$ cat src/core/swc_pkg.sv
// Shared constants and types for the sleep and wake-up controller
package swc_pkg;
  localparam int SRC_W_DEFAULT = 16;
  localparam int GROUP0_W_DEFAULT = 8;
  localparam logic [31:0] PC_STEP = 32'h0000_0002;
  localparam logic [1:0] BOR_ALWAYS = 2'h3;
  localparam logic [1:0] BOR_AWAKE = 2'h2;
  localparam logic [1:0] BOR_SOFT = 2'h1;
  localparam logic [1:0] BOR_OFF = 2'h0;
  localparam logic RST_TIMEOUT_FLAG = 1'b1;
  localparam logic RST_POWERDOWN_FLAG = 1'b1;
  localparam int EVT_W = 3;
  localparam int EVT_RESET_WAKE = 0;
  localparam int EVT_INT_WAKE = 1;
  localparam int EVT_SLEEP_NOP = 2;
  localparam logic [EVT_W-1:0] RST_MASK = 3'h0;
  localparam logic [3:0] ADDR_STATUS = 4'h0;
  localparam logic [3:0] ADDR_MASK = 4'h1;
  localparam logic [3:0] ADDR_FLAGS = 4'h2;
  localparam logic [3:0] ADDR_STATE = 4'h3;
  typedef enum logic [1:0] {
    SWC_RUN,
    SWC_SLEEP,
    SWC_READY_WAIT
  } swc_state_type;
endpackage

$ cat src/core/swc_top.sv
// Sleep and wake-up control for the processor core
//
// Contract
// - Leave sleep on enabled reset sources or interrupts
// - Reset-class wake resets; interrupt wake continues
// - Sleep prefetches instruction at address plus two
// - Wake needs own enable; others need peripheral enable
// - Interrupt wake ignores global interrupt enable
// - Global enable clear: resume after sleep, no vector
// - Global enable set: next instruction, then vector
// - Watchdog cleared on every wake
// - Wait flash, oscillator, brown-out ready before running
// - Pending rule: global clear, enabled flagged source
// - Pending before sleep: sleep acts as no-op
// - Pending during sleep: complete, wake, set flags
// - Powerdown flag set after sleep means no-op
// - Decode two-bit brown-out enable field
//
// Our own choices: the register addresses and strobed register access.
`timescale 1ns/1ps
module swc_top #(
  parameter int SRC_W = swc_pkg::SRC_W_DEFAULT,
  parameter int GROUP0_W = swc_pkg::GROUP0_W_DEFAULT,
  parameter int PC_W = 21
) (
  input wire logic ref_clk,
  input wire logic rst_n,
  input wire logic clk_en,
  input wire logic sleep_exec,
  input wire logic [PC_W-1:0] sleep_pc,
  input wire logic [SRC_W-1:0] int_flag,
  input wire logic [SRC_W-1:0] int_enable,
  input wire logic [SRC_W-1:0] clock_switch_sel,
  input wire logic global_interrupt_enable,
  input wire logic peripheral_interrupt_enable,
  input wire logic master_clear_pin,
  input wire logic master_clear_enable,
  input wire logic brownout_reset,
  input wire logic low_power_brownout_reset,
  input wire logic low_power_brownout_enable,
  input wire logic power_on_reset,
  input wire logic watchdog_timer_event,
  input wire logic watchdog_enable,
  input wire logic [1:0] brownout_enable_field,
  input wire logic software_brownout_enable,
  input wire logic program_flash_memory_ready,
  input wire logic current_osc_select_ready,
  input wire logic brownout_ready,
  input wire logic flag_clear,
  input wire logic [3:0] reg_addr,
  input wire logic [7:0] reg_wdata,
  input wire logic reg_write,
  input wire logic reg_read,
  output logic [7:0] reg_rdata,
  output logic irq,
  output logic core_clk_en,
  output logic [PC_W-1:0] prefetch_pc,
  output logic prefetch_valid,
  output logic device_reset_req,
  output logic resume_exec,
  output logic vector_after_next,
  output logic watchdog_clear,
  output logic brownout_active,
  output logic timeout_flag,
  output logic powerdown_flag
);
  // The address step is cut from a 32-bit constant, so wider counters are refused
  if (SRC_W < 1 || GROUP0_W < 0 || GROUP0_W > SRC_W || PC_W < 2 || PC_W > 32) begin : g_bad_param
    $error("swc_top: unsupported parameter values");
  end

  swc_pkg::swc_state_type state;
  logic [SRC_W-1:0] wake_qual;
  logic [SRC_W-1:0] periph_sel;
  logic int_wake;
  logic reset_wake;
  logic pending;
  logic bor_needed;
  logic all_ready;
  logic asleep;
  logic [swc_pkg::EVT_W-1:0] status;
  logic [swc_pkg::EVT_W-1:0] mask;
  logic [swc_pkg::EVT_W-1:0] evt;
  logic gie_at_wake;

  // Sources beyond the first flag group also need the peripheral enable
  always_comb begin
    periph_sel = '0;
    for (int i = 0; i < SRC_W; i++) begin
      periph_sel[i] = (i >= GROUP0_W);
    end
  end

  // Global enable is not looked at, so wake works with it clear
  assign wake_qual = int_flag & int_enable & ~clock_switch_sel
                     & (~periph_sel | {SRC_W{peripheral_interrupt_enable}});
  assign int_wake = |wake_qual;
  assign pending = int_wake & ~global_interrupt_enable;
  assign reset_wake = (master_clear_pin & master_clear_enable) | brownout_reset
                      | (low_power_brownout_reset & low_power_brownout_enable)
                      | power_on_reset | (watchdog_timer_event & watchdog_enable);
  assign asleep = (state == swc_pkg::SWC_SLEEP);

  always_comb begin
    case (brownout_enable_field)
      swc_pkg::BOR_ALWAYS: bor_needed = 1'b1;
      swc_pkg::BOR_AWAKE: bor_needed = ~asleep;
      swc_pkg::BOR_SOFT: bor_needed = software_brownout_enable;
      default: bor_needed = 1'b0;
    endcase
  end
  assign brownout_active = bor_needed;

  // Brown-out readiness only gates the restart when brown-out will be on once running
  assign all_ready = program_flash_memory_ready & current_osc_select_ready
                     & (brownout_ready | (brownout_enable_field == swc_pkg::BOR_OFF)
                        | (brownout_enable_field == swc_pkg::BOR_SOFT
                           & ~software_brownout_enable));

  always_ff @(posedge ref_clk) begin
    if (!rst_n) begin
      state <= swc_pkg::SWC_RUN;
    end else if (clk_en) begin
      case (state)
        swc_pkg::SWC_RUN: begin
          if (sleep_exec && !pending && !reset_wake) begin
            state <= swc_pkg::SWC_SLEEP;
          end
        end
        swc_pkg::SWC_SLEEP: begin
          if (reset_wake) begin
            state <= swc_pkg::SWC_RUN;
          end else if (int_wake) begin
            state <= swc_pkg::SWC_READY_WAIT;
          end
        end
        swc_pkg::SWC_READY_WAIT: begin
          if (reset_wake) begin
            state <= swc_pkg::SWC_RUN;
          end else if (all_ready) begin
            state <= swc_pkg::SWC_RUN;
          end
        end
        default: state <= swc_pkg::SWC_RUN;
      endcase
    end
  end

  // Held low for sleep and the readiness wait; registers simply freeze
  assign core_clk_en = (state == swc_pkg::SWC_RUN);

  always_ff @(posedge ref_clk) begin
    if (!rst_n) begin
      prefetch_pc <= '0;
      prefetch_valid <= 1'b0;
    end else if (clk_en) begin
      prefetch_valid <= sleep_exec && state == swc_pkg::SWC_RUN;
      if (sleep_exec && state == swc_pkg::SWC_RUN) begin
        prefetch_pc <= sleep_pc + swc_pkg::PC_STEP[PC_W-1:0];
      end
    end
  end

  always_ff @(posedge ref_clk) begin
    if (!rst_n) begin
      device_reset_req <= 1'b0;
      watchdog_clear <= 1'b0;
      resume_exec <= 1'b0;
      vector_after_next <= 1'b0;
      gie_at_wake <= 1'b0;
    end else if (clk_en) begin
      device_reset_req <= (asleep || state == swc_pkg::SWC_READY_WAIT) && reset_wake;
      // Entering sleep clears too: sleep that completes restarts the watchdog
      watchdog_clear <= (asleep && (reset_wake || int_wake))
                        || (state == swc_pkg::SWC_RUN && sleep_exec && !pending
                            && !reset_wake);
      if (asleep && int_wake) begin
        gie_at_wake <= global_interrupt_enable;
      end
      resume_exec <= state == swc_pkg::SWC_READY_WAIT && all_ready && !reset_wake;
      vector_after_next <= state == swc_pkg::SWC_READY_WAIT && all_ready && !reset_wake
                           && gie_at_wake;
    end
  end

  always_ff @(posedge ref_clk) begin
    if (!rst_n) begin
      timeout_flag <= swc_pkg::RST_TIMEOUT_FLAG;
      powerdown_flag <= swc_pkg::RST_POWERDOWN_FLAG;
    end else if (clk_en) begin
      if (state == swc_pkg::SWC_RUN && sleep_exec && !pending && !reset_wake) begin
        timeout_flag <= 1'b1;
        powerdown_flag <= 1'b0;
      end else if (flag_clear) begin
        timeout_flag <= swc_pkg::RST_TIMEOUT_FLAG;
        powerdown_flag <= swc_pkg::RST_POWERDOWN_FLAG;
      end
    end
  end

  assign evt[swc_pkg::EVT_RESET_WAKE] = device_reset_req;
  assign evt[swc_pkg::EVT_INT_WAKE] = resume_exec;
  assign evt[swc_pkg::EVT_SLEEP_NOP] = prefetch_valid & powerdown_flag;

  always_ff @(posedge ref_clk) begin
    if (!rst_n) begin
      status <= '0;
    end else if (clk_en) begin
      // New events win over a simultaneous write-one clear
      if (reg_write && reg_addr == swc_pkg::ADDR_STATUS) begin
        status <= (status & ~reg_wdata[swc_pkg::EVT_W-1:0]) | evt;
      end else begin
        status <= status | evt;
      end
    end
  end

  always_ff @(posedge ref_clk) begin
    if (!rst_n) begin
      mask <= swc_pkg::RST_MASK;
    end else if (clk_en && reg_write && reg_addr == swc_pkg::ADDR_MASK) begin
      mask <= reg_wdata[swc_pkg::EVT_W-1:0];
    end
  end

  always_ff @(posedge ref_clk) begin
    if (!rst_n) begin
      reg_rdata <= '0;
    end else if (clk_en) begin
      reg_rdata <= '0;
      if (reg_read) begin
        case (reg_addr)
          swc_pkg::ADDR_STATUS: reg_rdata <= {5'h00, status};
          swc_pkg::ADDR_MASK: reg_rdata <= {5'h00, mask};
          swc_pkg::ADDR_FLAGS: reg_rdata <= {6'h00, timeout_flag, powerdown_flag};
          swc_pkg::ADDR_STATE: reg_rdata <= {6'h00, state};
          default: reg_rdata <= 8'h00;
        endcase
      end
    end
  end

  assign irq = |(status & mask);

  property p_nop_stays_awake;
    @(posedge ref_clk) disable iff (!rst_n)
      (clk_en && state == swc_pkg::SWC_RUN && sleep_exec && pending && !reset_wake
       && !flag_clear)
      |=> state == swc_pkg::SWC_RUN && $stable(powerdown_flag) && !watchdog_clear;
  endproperty
  a_nop_stays_awake: assert property (p_nop_stays_awake)
    else $error("pending interrupt did not turn sleep into a no-op");

  property p_sleep_flags;
    @(posedge ref_clk) disable iff (!rst_n)
      (clk_en && state == swc_pkg::SWC_RUN && sleep_exec && !pending && !reset_wake)
      |=> asleep && timeout_flag && !powerdown_flag;
  endproperty
  a_sleep_flags: assert property (p_sleep_flags)
    else $error("sleep entry flags wrong");

  property p_int_wake;
    @(posedge ref_clk) disable iff (!rst_n)
      (clk_en && asleep && int_wake && !reset_wake)
      |=> state == swc_pkg::SWC_READY_WAIT && watchdog_clear && !device_reset_req;
  endproperty
  a_int_wake: assert property (p_int_wake)
    else $error("interrupt wake not taken");

  property p_reset_wake;
    @(posedge ref_clk) disable iff (!rst_n)
      (clk_en && asleep && reset_wake) |=> device_reset_req && watchdog_clear;
  endproperty
  a_reset_wake: assert property (p_reset_wake)
    else $error("reset-class wake did not request reset");

  property p_ready_gate;
    @(posedge ref_clk) disable iff (!rst_n)
      (clk_en && state == swc_pkg::SWC_READY_WAIT && !reset_wake && !program_flash_memory_ready)
      |=> state == swc_pkg::SWC_READY_WAIT && !resume_exec;
  endproperty
  a_ready_gate: assert property (p_ready_gate)
    else $error("resumed before flash ready");

  property p_vector;
    @(posedge ref_clk) disable iff (!rst_n)
      vector_after_next |-> resume_exec && $past(gie_at_wake);
  endproperty
  a_vector: assert property (p_vector)
    else $error("vector without global enable at wake");

  property p_prefetch;
    @(posedge ref_clk) disable iff (!rst_n)
      (clk_en && state == swc_pkg::SWC_RUN && sleep_exec)
      |=> prefetch_valid && prefetch_pc == $past(sleep_pc) + swc_pkg::PC_STEP[PC_W-1:0];
  endproperty
  a_prefetch: assert property (p_prefetch)
    else $error("prefetch address wrong");

  property p_clock_stop;
    @(posedge ref_clk) disable iff (!rst_n)
      asleep |-> !core_clk_en;
  endproperty
  a_clock_stop: assert property (p_clock_stop)
    else $error("core clock running in sleep");

  property p_bor_decode;
    @(posedge ref_clk) disable iff (!rst_n)
      (brownout_enable_field == swc_pkg::BOR_AWAKE) |-> brownout_active == !asleep;
  endproperty
  a_bor_decode: assert property (p_bor_decode)
    else $error("brown-out enable decode wrong");

  property p_nop_timeout;
    @(posedge ref_clk) disable iff (!rst_n)
      (clk_en && state == swc_pkg::SWC_RUN && sleep_exec && pending && !flag_clear)
      |=> $stable(timeout_flag) && !asleep;
  endproperty
  a_nop_timeout: assert property (p_nop_timeout)
    else $error("pending interrupt changed the timeout flag");

  property p_resume_no_vector;
    @(posedge ref_clk) disable iff (!rst_n)
      (clk_en && state == swc_pkg::SWC_READY_WAIT && all_ready && !reset_wake && !gie_at_wake)
      |=> resume_exec && !vector_after_next && core_clk_en;
  endproperty
  a_resume_no_vector: assert property (p_resume_no_vector)
    else $error("vectored although global enable was clear at wake");

  property p_sleep_holds;
    @(posedge ref_clk) disable iff (!rst_n)
      (clk_en && asleep && !int_wake && !reset_wake) |=> asleep && !watchdog_clear;
  endproperty
  a_sleep_holds: assert property (p_sleep_holds)
    else $error("left sleep without a wake event");

  property p_bor_ready_skip;
    @(posedge ref_clk) disable iff (!rst_n)
      (clk_en && state == swc_pkg::SWC_READY_WAIT && !reset_wake && program_flash_memory_ready
       && current_osc_select_ready && brownout_enable_field == swc_pkg::BOR_OFF)
      |=> resume_exec;
  endproperty
  a_bor_ready_skip: assert property (p_bor_ready_skip)
    else $error("waited for brown-out ready while brown-out is off");

  property p_reset_blocks_sleep;
    @(posedge ref_clk) disable iff (!rst_n)
      (clk_en && state == swc_pkg::SWC_RUN && sleep_exec && reset_wake && !flag_clear)
      |=> !asleep && !watchdog_clear && $stable(powerdown_flag);
  endproperty
  a_reset_blocks_sleep: assert property (p_reset_blocks_sleep)
    else $error("sleep taken while a reset-class source was active");
endmodule // swc_top

$ cat config.mk
export PLATFORM = sky130hd
export DESIGN_NAME = swc_top
export DESIGN_NICKNAME = d
export VERILOG_FILES = /design/src/core/swc_pkg.sv /design/src/core/swc_top.sv
export SDC_FILE = /design/constraint.sdc
export NUM_CORES = 1
export LEC_CHECK = 0
export BUFFER_PORTS_ARGS = -buffer_cell sky130_fd_sc_hd__buf_4
export CAP_MARGIN = 20
export CORE_ASPECT_RATIO = 1.1
export CORE_MARGIN = 2
export CORE_UTILIZATION = 39
export CTS_BUF_LIST = sky130_fd_sc_hd__clkbuf_4
export CTS_CLUSTER_SIZE = 12
export DETAILED_ROUTE_END_ITERATION = 7
export GPL_TIMING_DRIVEN = 0
export HOLD_SLACK_MARGIN = 0.15
export PLACE_DENSITY_LB_ADDON = 0.08
export REMOVE_ABC_BUFFERS = 1
export SKIP_CTS_REPAIR_TIMING = 1
export SLEW_MARGIN = 10
export SYNTH_ARGS = -nofsm -noshare
export SYNTH_HDL_FRONTEND = slang
export SYNTH_SLANG_ARGS = --single-unit
$ cat constraint.sdc
create_clock -name ref_clk -period 1.6 [get_ports ref_clk]
set_input_delay 0.24 -clock ref_clk [delete_from_list [all_inputs] [get_ports ref_clk]]
set_output_delay 0.24 -clock ref_clk [all_outputs]
set_load 0.005 [all_outputs]
==> results of run 1 <==
cell families after synthesis:
group           Yosys count  synth area share [%]
buf+inv                  25                  5.52
xor+xnor                 16                  6.51
flops                    39                  36.3
mux                       7                  3.95
fa+ha+maj                 4                  2.32
compound gates           63                  19.3
simple gates            116                  25.7
other cells               2                 0.349
path summary, 6_finish.rpt:
path                                    endpoint  slack (ns)  cells after the start
setup / recovery                 brownout_active        0.08                      4
setup reg to reg    prefetch_pc[12]$_SDFFE_PN0P_        0.10                      6
hold reg to reg   vector_after_next$_SDFFE_PN0P_        0.47                      2
hold / removal       prefetch_pc[0]$_SDFFE_PN0P_        0.15                      3
area by class of cell:
type                    instances  area (µm²)
fillers                       539        2060
multi-input cells             212        1280
repair buffers                138        1060
flip-flops and latches         39         781
well taps                      75        93.8
clock buffers                   6        45.0
inverters                       7        26.3
clock inverters                 2        7.51
power by group:
part	total [mW]	leakage (nW)	switching, mW	internal (mW)
Sequential	1.04	0.318	0.0241	1.01
Combinational	0.511	1.13	0.211	0.301
Clock	0.488	0.0307	0.308	0.180
Total	2.04	1.48	0.543	1.50
per-layer routing:
| metal | up-vias | GRT usage, % | share of wire (%) |
|---|---|---|---|
| met4 | 0 | 5.54 | 1.0 |
| met5 | - | 0 | 0 |
| li1 | 1221 | - | - |
| met2 | 66 | 34.4 | 50 |
| met1 | 1053 | 24.7 | 42 |
| met3 | 9 | 5.52 | 6.7 |
worst min-delay path: cells and delay by family:
| family | cells | cell delay (ns) |
|---|---|---|
| AOI/OAI and AO/OA | 1 | 0.05 |
| buffers and inverters | 1 | 0.11 |
| and+or+nand+nor | 1 | 0.05 |
metrics by stage:
stage,instance area [µm²],hold slack [ns]
3_5_place_dp,3170,0.457
4_1_cts,3220,0.0963
5_1_grt,3300,0.151
2_1_floorplan,2080,0.336
6_report,3300,0.147
3_3_place_gp,3150,0.442
synth_stat cells (5+ instances only):
library cell  number
a211oi_1          15
a21oi_1           14
and3_1             6
buf_4              6
clkbuf_1           8
dfxtp_1           39
inv_1              7
nand2_1           39
nand3_1           14
nand4_1            5
nor2_1            33
o21ai_0            7
o22ai_1            9
xnor2_1            5
xor2_1            11
flip-flops by register name, indices dropped and copies added, names as in the netlist:
| signal | cells |
|---|---|
| prefetch_pc | 21 |
| mask | 3 |
| reg_rdata | 3 |
| status | 3 |
| state | 2 |
| device_reset_req | 1 |
| gie_at_wake | 1 |
| powerdown_flag | 1 |
| prefetch_valid | 1 |
| resume_exec | 1 |
| vector_after_next | 1 |
| watchdog_clear | 1 |
==> impl_metrics.ini, run 1 <==
[logic_synthesis]
synthCells = 272
synth_area_leaders = dfxtp_1 (36%), nand2_1 (6.8%), nor2_1 (5.8%), a211oi_1 (5.2%), xor2_1 (4.5%)
synth_top_area_share_pct = 36.3
synth-seq-area-share_pct = 36.3
synthArstFlopShare_pct = 0
synthesis.area_um2 = 2150
synth_warnings = 0
synth_top_area_cell = dfxtp_1
synth_edf_count = 0
yosysUniqueCellTypes = 47
avgSynthCellArea_um2 = 7.92
ys_ff_latch = 39
synth_top_flop_cell = dfxtp_1

[floorplan]
die_w_um = 74.8
die_area_um2 = 6130
die_y_um = 81.9
core_area_um2 = 5360
core.rowCount = 28
start_util_pct = 40.2
pin_count = 143

[timing]
skew_ns = 0.00478
setup_viol = 0
slew_violations = 0
finalHoldViolations = 0
setup_slack_ns = 0.0794
post-route-period-util_pct = 95.0
layout_min_cycle_time_ns = 1.52
slew-limit-headroom_pct = 33.8
max_freq_mhz = 658
rsz0062_at_grt = true
timing.setup.tns_ns = 0
tightestPinTransition_ns = 0.993

[setup_path]
crit_arrival_ns = 1.28
cp-startpoint = state[1]$_SDFFE_PN0P_
cp_max_fo = 4
critPathKind = flip-flop to output port
cp.required_ns = 1.36
max_stage_delay_ns = 0.36
worst_path_dominant_cell_family = flip-flops
critPathBufInv = 2
crit_path_end_kind = output port
cp_slowest_cell = dfxtp_1
start_kind = flip-flop
cp_cell_sequence = inv_1, ha_1, a21oi_1, buf_4
r2r-start = state[0]$_SDFFE_PN0P_

[placement]
preCtsSetupSlack_ns = -0.313
gp_congestion = 0.814
dp_hpwl_um = 4850
port_buffers = 131
post-place-cells = 465

[power]
power_density_nw_per_um2 = 618
cellLeakagePower_nw = 1.48
irDropWorstVdd_mv = 0.398
report.power.total_mw = 2.04

[route]
num_vias = 2349
drc = 0
viasPerCell = 4.90
wirelength_um = 6190
ant_nets = 0
avgRoutedWirePerCell_um = 12.9
drt-pass1-iter-count = 7
drt-initial-drc-count = 120

[clocking]
cts_made_buffers = 5
cts.path.max_buffers = 2
clock-sinks = 39
cts_tree = yes
cts_root_buffer = clkbuf_4
clock_latency_ns = 0.33
htree_levels = 2
clk_pin_slew_worst_paths_ns = 0.11

[final_layout]
mostFrequentLayoutCells = buf_4 (133), nand2_1 (39), dfxtp_1 (39)
fin_util_pct = 61.5
area_delta_synth_final_pct = 53.1
n_antenna_cell = 0
final_layout_size_suffix_gt1_share_pct = 37.9
final_common_cell = buf_4
stdcell_count = 479
final_nets = 511

[run_status]
status = completed

[global_routing]
track_usage_pct = 20.1
grt_overflow = 0
grt_pass1_wl_um = 9720
antenna_found_initial = 0
grt_pass1_vias = 2213
grt_max_degree = 33

[hold_path]
min-delay-start = sleep_pc[0]
min_path_type = input port to flip-flop

[flow_run]
cap_violations = 0
No activity file was read; power rests on OpenSTA's default activity.
==> run 2: changes to the inputs <==
--- a/config.mk
+++ b/config.mk
@@ -7,7 +7,6 @@
 export LEC_CHECK = 0
 export BUFFER_PORTS_ARGS = -buffer_cell sky130_fd_sc_hd__buf_4
 export CAP_MARGIN = 20
-export CORE_ASPECT_RATIO = 1.1
 export CORE_MARGIN = 2
 export CORE_UTILIZATION = 39
 export CTS_BUF_LIST = sky130_fd_sc_hd__clkbuf_4
@@ -22,3 +21,4 @@
 export SYNTH_ARGS = -nofsm -noshare
 export SYNTH_HDL_FRONTEND = slang
 export SYNTH_SLANG_ARGS = --single-unit
+export TNS_END_PERCENT = 5
==> run 2 against run 1 <==
  * Worst hold slack got worse by 0.017 ns
  * Largest cell class unchanged
  * Clock-buffer cell count did not move
  * Non-clock buffer count down 3
  * Wire length grew 2.9%
==> impl_metrics.ini, run 2 (synthesized netlist as in run 1, its figures left out) <==
[final_layout]
finalInstanceArea_um2 = 3320
final_layout_size_suffix_gt1_share_pct = 38.7
largest_register_ffs = 21
largest-register = prefetch_pc
final_nets = 508
final_common_cell = buf_4
area_delta_synth_final_pct = 54.2
n_antenna_cell = 0
mostFrequentLayoutCells = buf_4 (132), nand2_1 (39), dfxtp_1 (39)

[clocking]
clk_pin_slew_worst_paths_ns = 0.12
cts_made_buffers = 5
cts_root_buffer = clkbuf_4
clock_latency_ns = 0.35
htree_levels = 2
cts_tree = yes
cts.path.max_buffers = 2
clock-sinks = 39

[timing]
skew_ns = 0.00871
layout_min_cycle_time_ns = 1.52
tightestPinTransition_ns = 1.01
finalHoldViolations = 0
timing.setup.tns_ns = 0
max_freq_mhz = 658
rsz0062_at_grt = true
slew_violations = 0
slew-limit-headroom_pct = 32.7
setup_viol = 0
post-route-period-util_pct = 95.0

[route]
wirelength_um = 6370
drt-initial-drc-count = 141
ant_nets = 0
viasPerCell = 5.02
drc = 0
avgRoutedWirePerCell_um = 13.5
drt-pass1-iter-count = 4
num_vias = 2376

[hold_path]
whs_path_depth = 3
min-delay-start = flag_clear
min_to = powerdown_flag$_SDFFE_PN1P_
min_path_type = input port to flip-flop

[global_routing]
grt_max_degree = 33
antenna_found_initial = 0
grt_pass1_vias = 2421
track_usage_pct = 21.6
grt_overflow = 0
grt_pass1_wl_um = 10800

[setup_path]
cp_max_fo = 12
cp.required_ns = 1.85
cp_cell_sequence = inv_1, ha_2, and3_4, buf_4, nor2_1, a311oi_1
rrSetupSlack_ns = 0.08
max_stage_delay_ns = 0.33
critPathKind = flip-flop to flip-flop
crit_arrival_ns = 1.77
r2r-start = state[1]$_SDFFE_PN0P_
reg2reg_depth = 6
crit_path_end_kind = flip-flop
cp_slowest_cell = dfxtp_1
start_kind = flip-flop
critPathBufInv = 2
reg2reg_to = prefetch_pc[18]$_SDFFE_PN0P_
worst_path_dominant_cell_family = flip-flops

[run_status]
status = completed

[floorplan]
pin_count = 143
die_w_um = 78.3
die_area_um2 = 6130
core.rowCount = 27
start_util_pct = 39.8
core_area_um2 = 5410
die_y_um = 78.3

[power]
power_density_nw_per_um2 = 721
cellLeakagePower_nw = 1.49
irDropWorstVdd_mv = 0.440

[placement]
dp_hpwl_um = 4920
gp_congestion = 0.774
port_buffers = 131
post_dp_cell_area_um2 = 3160

[flow_run]
cap_violations = 0
## run 2: cell count changes in the layout (fill, tap and decap cells not counted)
cell           previous run  this run
dlygate4sd3_1             4         2
ha_1                      3         2
buf_4                   133       132
bufinv_16                 0         2
ha_2                      1         2
clkinv_1                  2         0
## run 2: cell type report
type                    instances  area, µm²
repair buffers                135       1030
inverters                       7       26.3
flip-flops and latches         39        781
clock inverters                 2       60.1
clock buffers                   6       45.0
multi-input cells             212       1290
well taps                      72       90.1
fillers                       498       2080
## run 2: how the worst max path moves through the flow
| stage | endpoint | start | cells past startpoint | slack (ns) |
|---|---|---|---|---|
| floorplan | powerdown_flag$_SDFFE_PN1P_ | state[0]$_SDFFE_PN0P_ | 6 | -0.37 |
| global placement | powerdown_flag$_SDFFE_PN1P_ | state[0]$_SDFFE_PN0P_ | 6 | -0.92 |
| detailed placement | powerdown_flag$_SDFFE_PN1P_ | state[1]$_SDFFE_PN0P_ | 6 | -0.27 |
| CTS | watchdog_clear$_SDFFE_PN0P_ | state[0]$_SDFFE_PN0P_ | 6 | -0.29 |
| global route | prefetch_pc[4]$_SDFFE_PN0P_ | state[0]$_SDFFE_PN0P_ | 6 | -0.01 |
| finish | prefetch_pc[18]$_SDFFE_PN0P_ | state[1]$_SDFFE_PN0P_ | 6 | 0.08 |
## run 2: layer usage
layer / track usage (%) / vias to the layer above / share of wire, %
met3: 5.63 / 15 / 7.3
met5: 0 / - / 0
li1: - / 1214 / -
met2: 36.5 / 78 / 48
met1: 26.2 / 1069 / 42
met4: 8.77 / 0 / 2.2
## run 2: where the power goes
group / internal, mW / leakage [nW] / switching, mW / total, mW
combinational: 0.295 / 1.12 / 0.211 / 0.507
sequential: 1.02 / 0.318 / 0.0242 / 1.04
clock: 0.505 / 0.0559 / 0.343 / 0.847
total: 1.82 / 1.49 / 0.578 / 2.39
## run 2: worst min-delay path, stage by stage
cell,delay (ns)
buf_4,0.08
a211oi_1,0.06
nor2_1,0.08
## run 2: metrics by stage
step                setup slack, ns  cells  utilization, %  total power [mW]  hold WS [ns]
floorplan                    -0.369    258               -              1.23         0.336
global placement             -0.917    461            58.3              1.54         0.446
detailed placement           -0.269    462            58.5              1.56         0.455
CTS                          -0.294    470            60.5              2.41        0.0636
global route                -0.0127    473            61.4              2.51         0.156
finish                       0.0807    473            61.4              2.39         0.130
==> run 3: changes to the inputs <==
--- a/config.mk
+++ b/config.mk
@@ -5,16 +5,17 @@
 export SDC_FILE = /design/constraint.sdc
 export NUM_CORES = 1
 export LEC_CHECK = 0
+export ABC_AREA = 1
 export BUFFER_PORTS_ARGS = -buffer_cell sky130_fd_sc_hd__buf_4
 export CAP_MARGIN = 20
 export CORE_MARGIN = 2
-export CORE_UTILIZATION = 39
+export CORE_UTILIZATION = 40
 export CTS_BUF_LIST = sky130_fd_sc_hd__clkbuf_4
 export CTS_CLUSTER_SIZE = 12
 export DETAILED_ROUTE_END_ITERATION = 7
 export GPL_TIMING_DRIVEN = 0
 export HOLD_SLACK_MARGIN = 0.15
-export PLACE_DENSITY_LB_ADDON = 0.08
+export PLACE_DENSITY = 0.89
 export REMOVE_ABC_BUFFERS = 1
 export SKIP_CTS_REPAIR_TIMING = 1
 export SLEW_MARGIN = 10
==> run 3 against run 2 <==
  * Cell count up 21%
  * Largest power group unchanged
  * Register-to-register slack worse by 0.05 ns
  * Global-route usage down 0.96 points
  * Critical path depth up 2
  * Clock skew down 0.0011 ns
  * Maximum frequency down 3.3%
==> impl_metrics.ini, run 3 <==
[run_status]
status = completed

[power]
irDropWorstVdd_mv = 0.431
internal_power_mw = 1.76
p_seq_share_pct = 44.0
sw_frac_of_total_pct = 28.6
power_density_nw_per_um2 = 680
combPwrFrac_pct = 29.3
cellLeakagePower_nw = 1.87
clkPwrFrac_pct = 26.8
p_sw_uw = 706

[setup_path]
cp.required_ns = 1.86
rrSetupSlack_ns = 0.03
r2r-start = state[0]$_SDFFE_PN0P_
critPathKind = flip-flop to flip-flop
crit_arrival_ns = 1.83
start_kind = flip-flop
cp_max_fo = 14
reg2reg_to = prefetch_pc[11]$_SDFFE_PN0P_
reg2reg_depth = 8
crit_path_end_kind = flip-flop

[global_routing]
grt_pass1_vias = 2559
grt_util_met2_pct = 40.8
grt_max_degree = 30
grt_overflow = 0
grt_pass1_wl_um = 10600
grt.busiest_layer = met2
use_met1_pct = 20.2
track_usage_pct = 20.7
antenna_found_initial = 0
use_met3_pct = 6.33

[final_layout]
mostFrequentLayoutCells = buf_4 (143), nand2_1 (71), inv_1 (51)
final_nets = 603
nFillCells = 561
largest-register = prefetch_pc
fin_util_pct = 62.3
n_antenna_cell = 0
largest_register_ffs = 21
finalInstanceArea_um2 = 3620
area_delta_synth_final_pct = 52.7
final_common_cell = buf_4
final_layout_size_suffix_gt1_share_pct = 35.1
multi_input_area_um2 = 1360
regArea_um2 = 783

[timing]
holdWs_ns = 0.163
slew_violations = 0
skew_ns = 0.00760
setup_viol = 0
post-route-period-util_pct = 98.2
layout_min_cycle_time_ns = 1.57
finalHoldViolations = 0
max_freq_mhz = 637
setup_slack_ns = 0.0289

[logic_synthesis]
synth_warnings = 0
synth_area_leaders = dfxtp_1 (33%), nand2_1 (11%), inv_1 (8.5%), o21ai_0 (5.9%), a21oi_1 (5.5%)
synthCells = 352
synth_edf_count = 0
ys_ff_latch = 39
avgSynthCellArea_um2 = 6.74
synthArstFlopShare_pct = 0
yosysUniqueCellTypes = 37
synth-seq-area-share_pct = 32.9
synth_commonest_cells = nand2_1 (71), inv_1 (54), dfxtp_1 (39)
synth_top_area_cell = dfxtp_1
synthesis.area_um2 = 2370
synth_top_flop_cell = dfxtp_1
synth_most_common_cell = nand2_1
synth_top_area_share_pct = 32.9

[floorplan]
die_y_um = 81.0
core_area_um2 = 5820
die_area_um2 = 6560
pin_count = 143
die_w_um = 81.0
start_util_pct = 40.8
core.rowCount = 28

[hold_path]
min_path_type = input port to flip-flop
min-delay-start = reg_read
whs_path_depth = 3
min_to = reg_rdata[2]$_SDFFE_PN0P_

[route]
drc = 0
viasPerCell = 4.85
wirelength_um = 7060
avgRoutedWirePerCell_um = 12.4
drt-initial-drc-count = 121
drt-pass1-iter-count = 4
num_vias = 2772
ant_nets = 0

[flow_run]
cap_violations = 0

[placement]
gp_congestion = 0.835
port_buffers = 131
preCtsSetupSlack_ns = -0.845
post_dp_cell_area_um2 = 3380
dp_hpwl_um = 5360

[clocking]
cts_root_buffer = clkbuf_4
clock_latency_ns = 0.35
cts_tree = yes
clock-sinks = 39
htree_levels = 2
cts_made_buffers = 5
cts.path.max_buffers = 2
clk_pin_slew_worst_paths_ns = 0.12
## run 3: cells by family (layout without fill, tap and decap cells)
| family | Yosys count | after routing | synth area share (%) |
|---|---|---|---|
| buffers and inverters | 69 | 209 | 12.1 |
| AND/OR/NAND/NOR | 148 | 148 | 29.3 |
| AO/OA/AOI/OAI | 78 | 78 | 18.8 |
| XOR/XNOR | 12 | 12 | 4.43 |
| adder cells (fa/ha/maj) | 4 | 4 | 2.11 |
| flip-flops | 39 | 39 | 32.9 |
| other | 2 | 6 | 0.317 |
## run 3: critical path, cell delays in order (launching register included)
cell and delay [ns]:
dfxtp_2 0.38, inv_2 0.07, ha_4 0.18, nand3_4 0.15, clkinvlp_4 0.11, buf_4 0.19
o21ai_0 0.17, o21bai_1 0.14, inv_1 0.06
## run 3: final cells by class
class	instances	share of cell area, %
Multi-Input combinational cell	248	37.4
Timing Repair Buffer	145	30.2
Timing Repair inverter	1	0.207
Clock inverter	3	1.07
Sequential cell	39	21.6
Clock buffer	5	1.04
Inverter	55	5.87
Tap cell	75	2.59
## run 3: metrics by stage
stage               setup TNS [ns]  power, mW  std cells
floorplan                    -3.80       1.35        342
global placement            -15.91       1.72        548
detailed placement          -16.37       1.74        548
CTS                         -17.32       2.40        556
global route               -0.0555       2.60        571
finish                           0       2.47        571
## run 3: power groups by stage
stage	logic [mW]	registers, mW	clock network [mW]
2_1_floorplan	0.256	1.10	0
3_3_place_gp	0.621	1.10	0
3_5_place_dp	0.639	1.10	0
4_1_cts	0.643	1.08	0.681
5_1_grt	0.800	1.09	0.709
6_report	0.722	1.08	0.660
## run 3: per-layer routing
layer,up-vias,share of wire [%]
met5,-,0
met4,0,1.2
met3,9,9.5
met2,109,52
met1,1249,38
li1,1405,-
## run 3: worst max-delay path by stage
stage                                     start                      endpoint  slack [ns]
after global routing      state[0]$_SDFFE_PN0P_  prefetch_pc[11]$_SDFFE_PN0P_       -0.04
after floorplan           state[0]$_SDFFE_PN0P_  prefetch_pc[17]$_SDFFE_PN0P_       -0.22
final                     state[0]$_SDFFE_PN0P_  prefetch_pc[11]$_SDFFE_PN0P_        0.03
after detailed placement  state[1]$_SDFFE_PN0P_  prefetch_pc[11]$_SDFFE_PN0P_       -0.85
after global placement    state[0]$_SDFFE_PN0P_  prefetch_pc[15]$_SDFFE_PN0P_       -0.82
after CTS                 state[1]$_SDFFE_PN0P_  prefetch_pc[12]$_SDFFE_PN0P_       -0.89
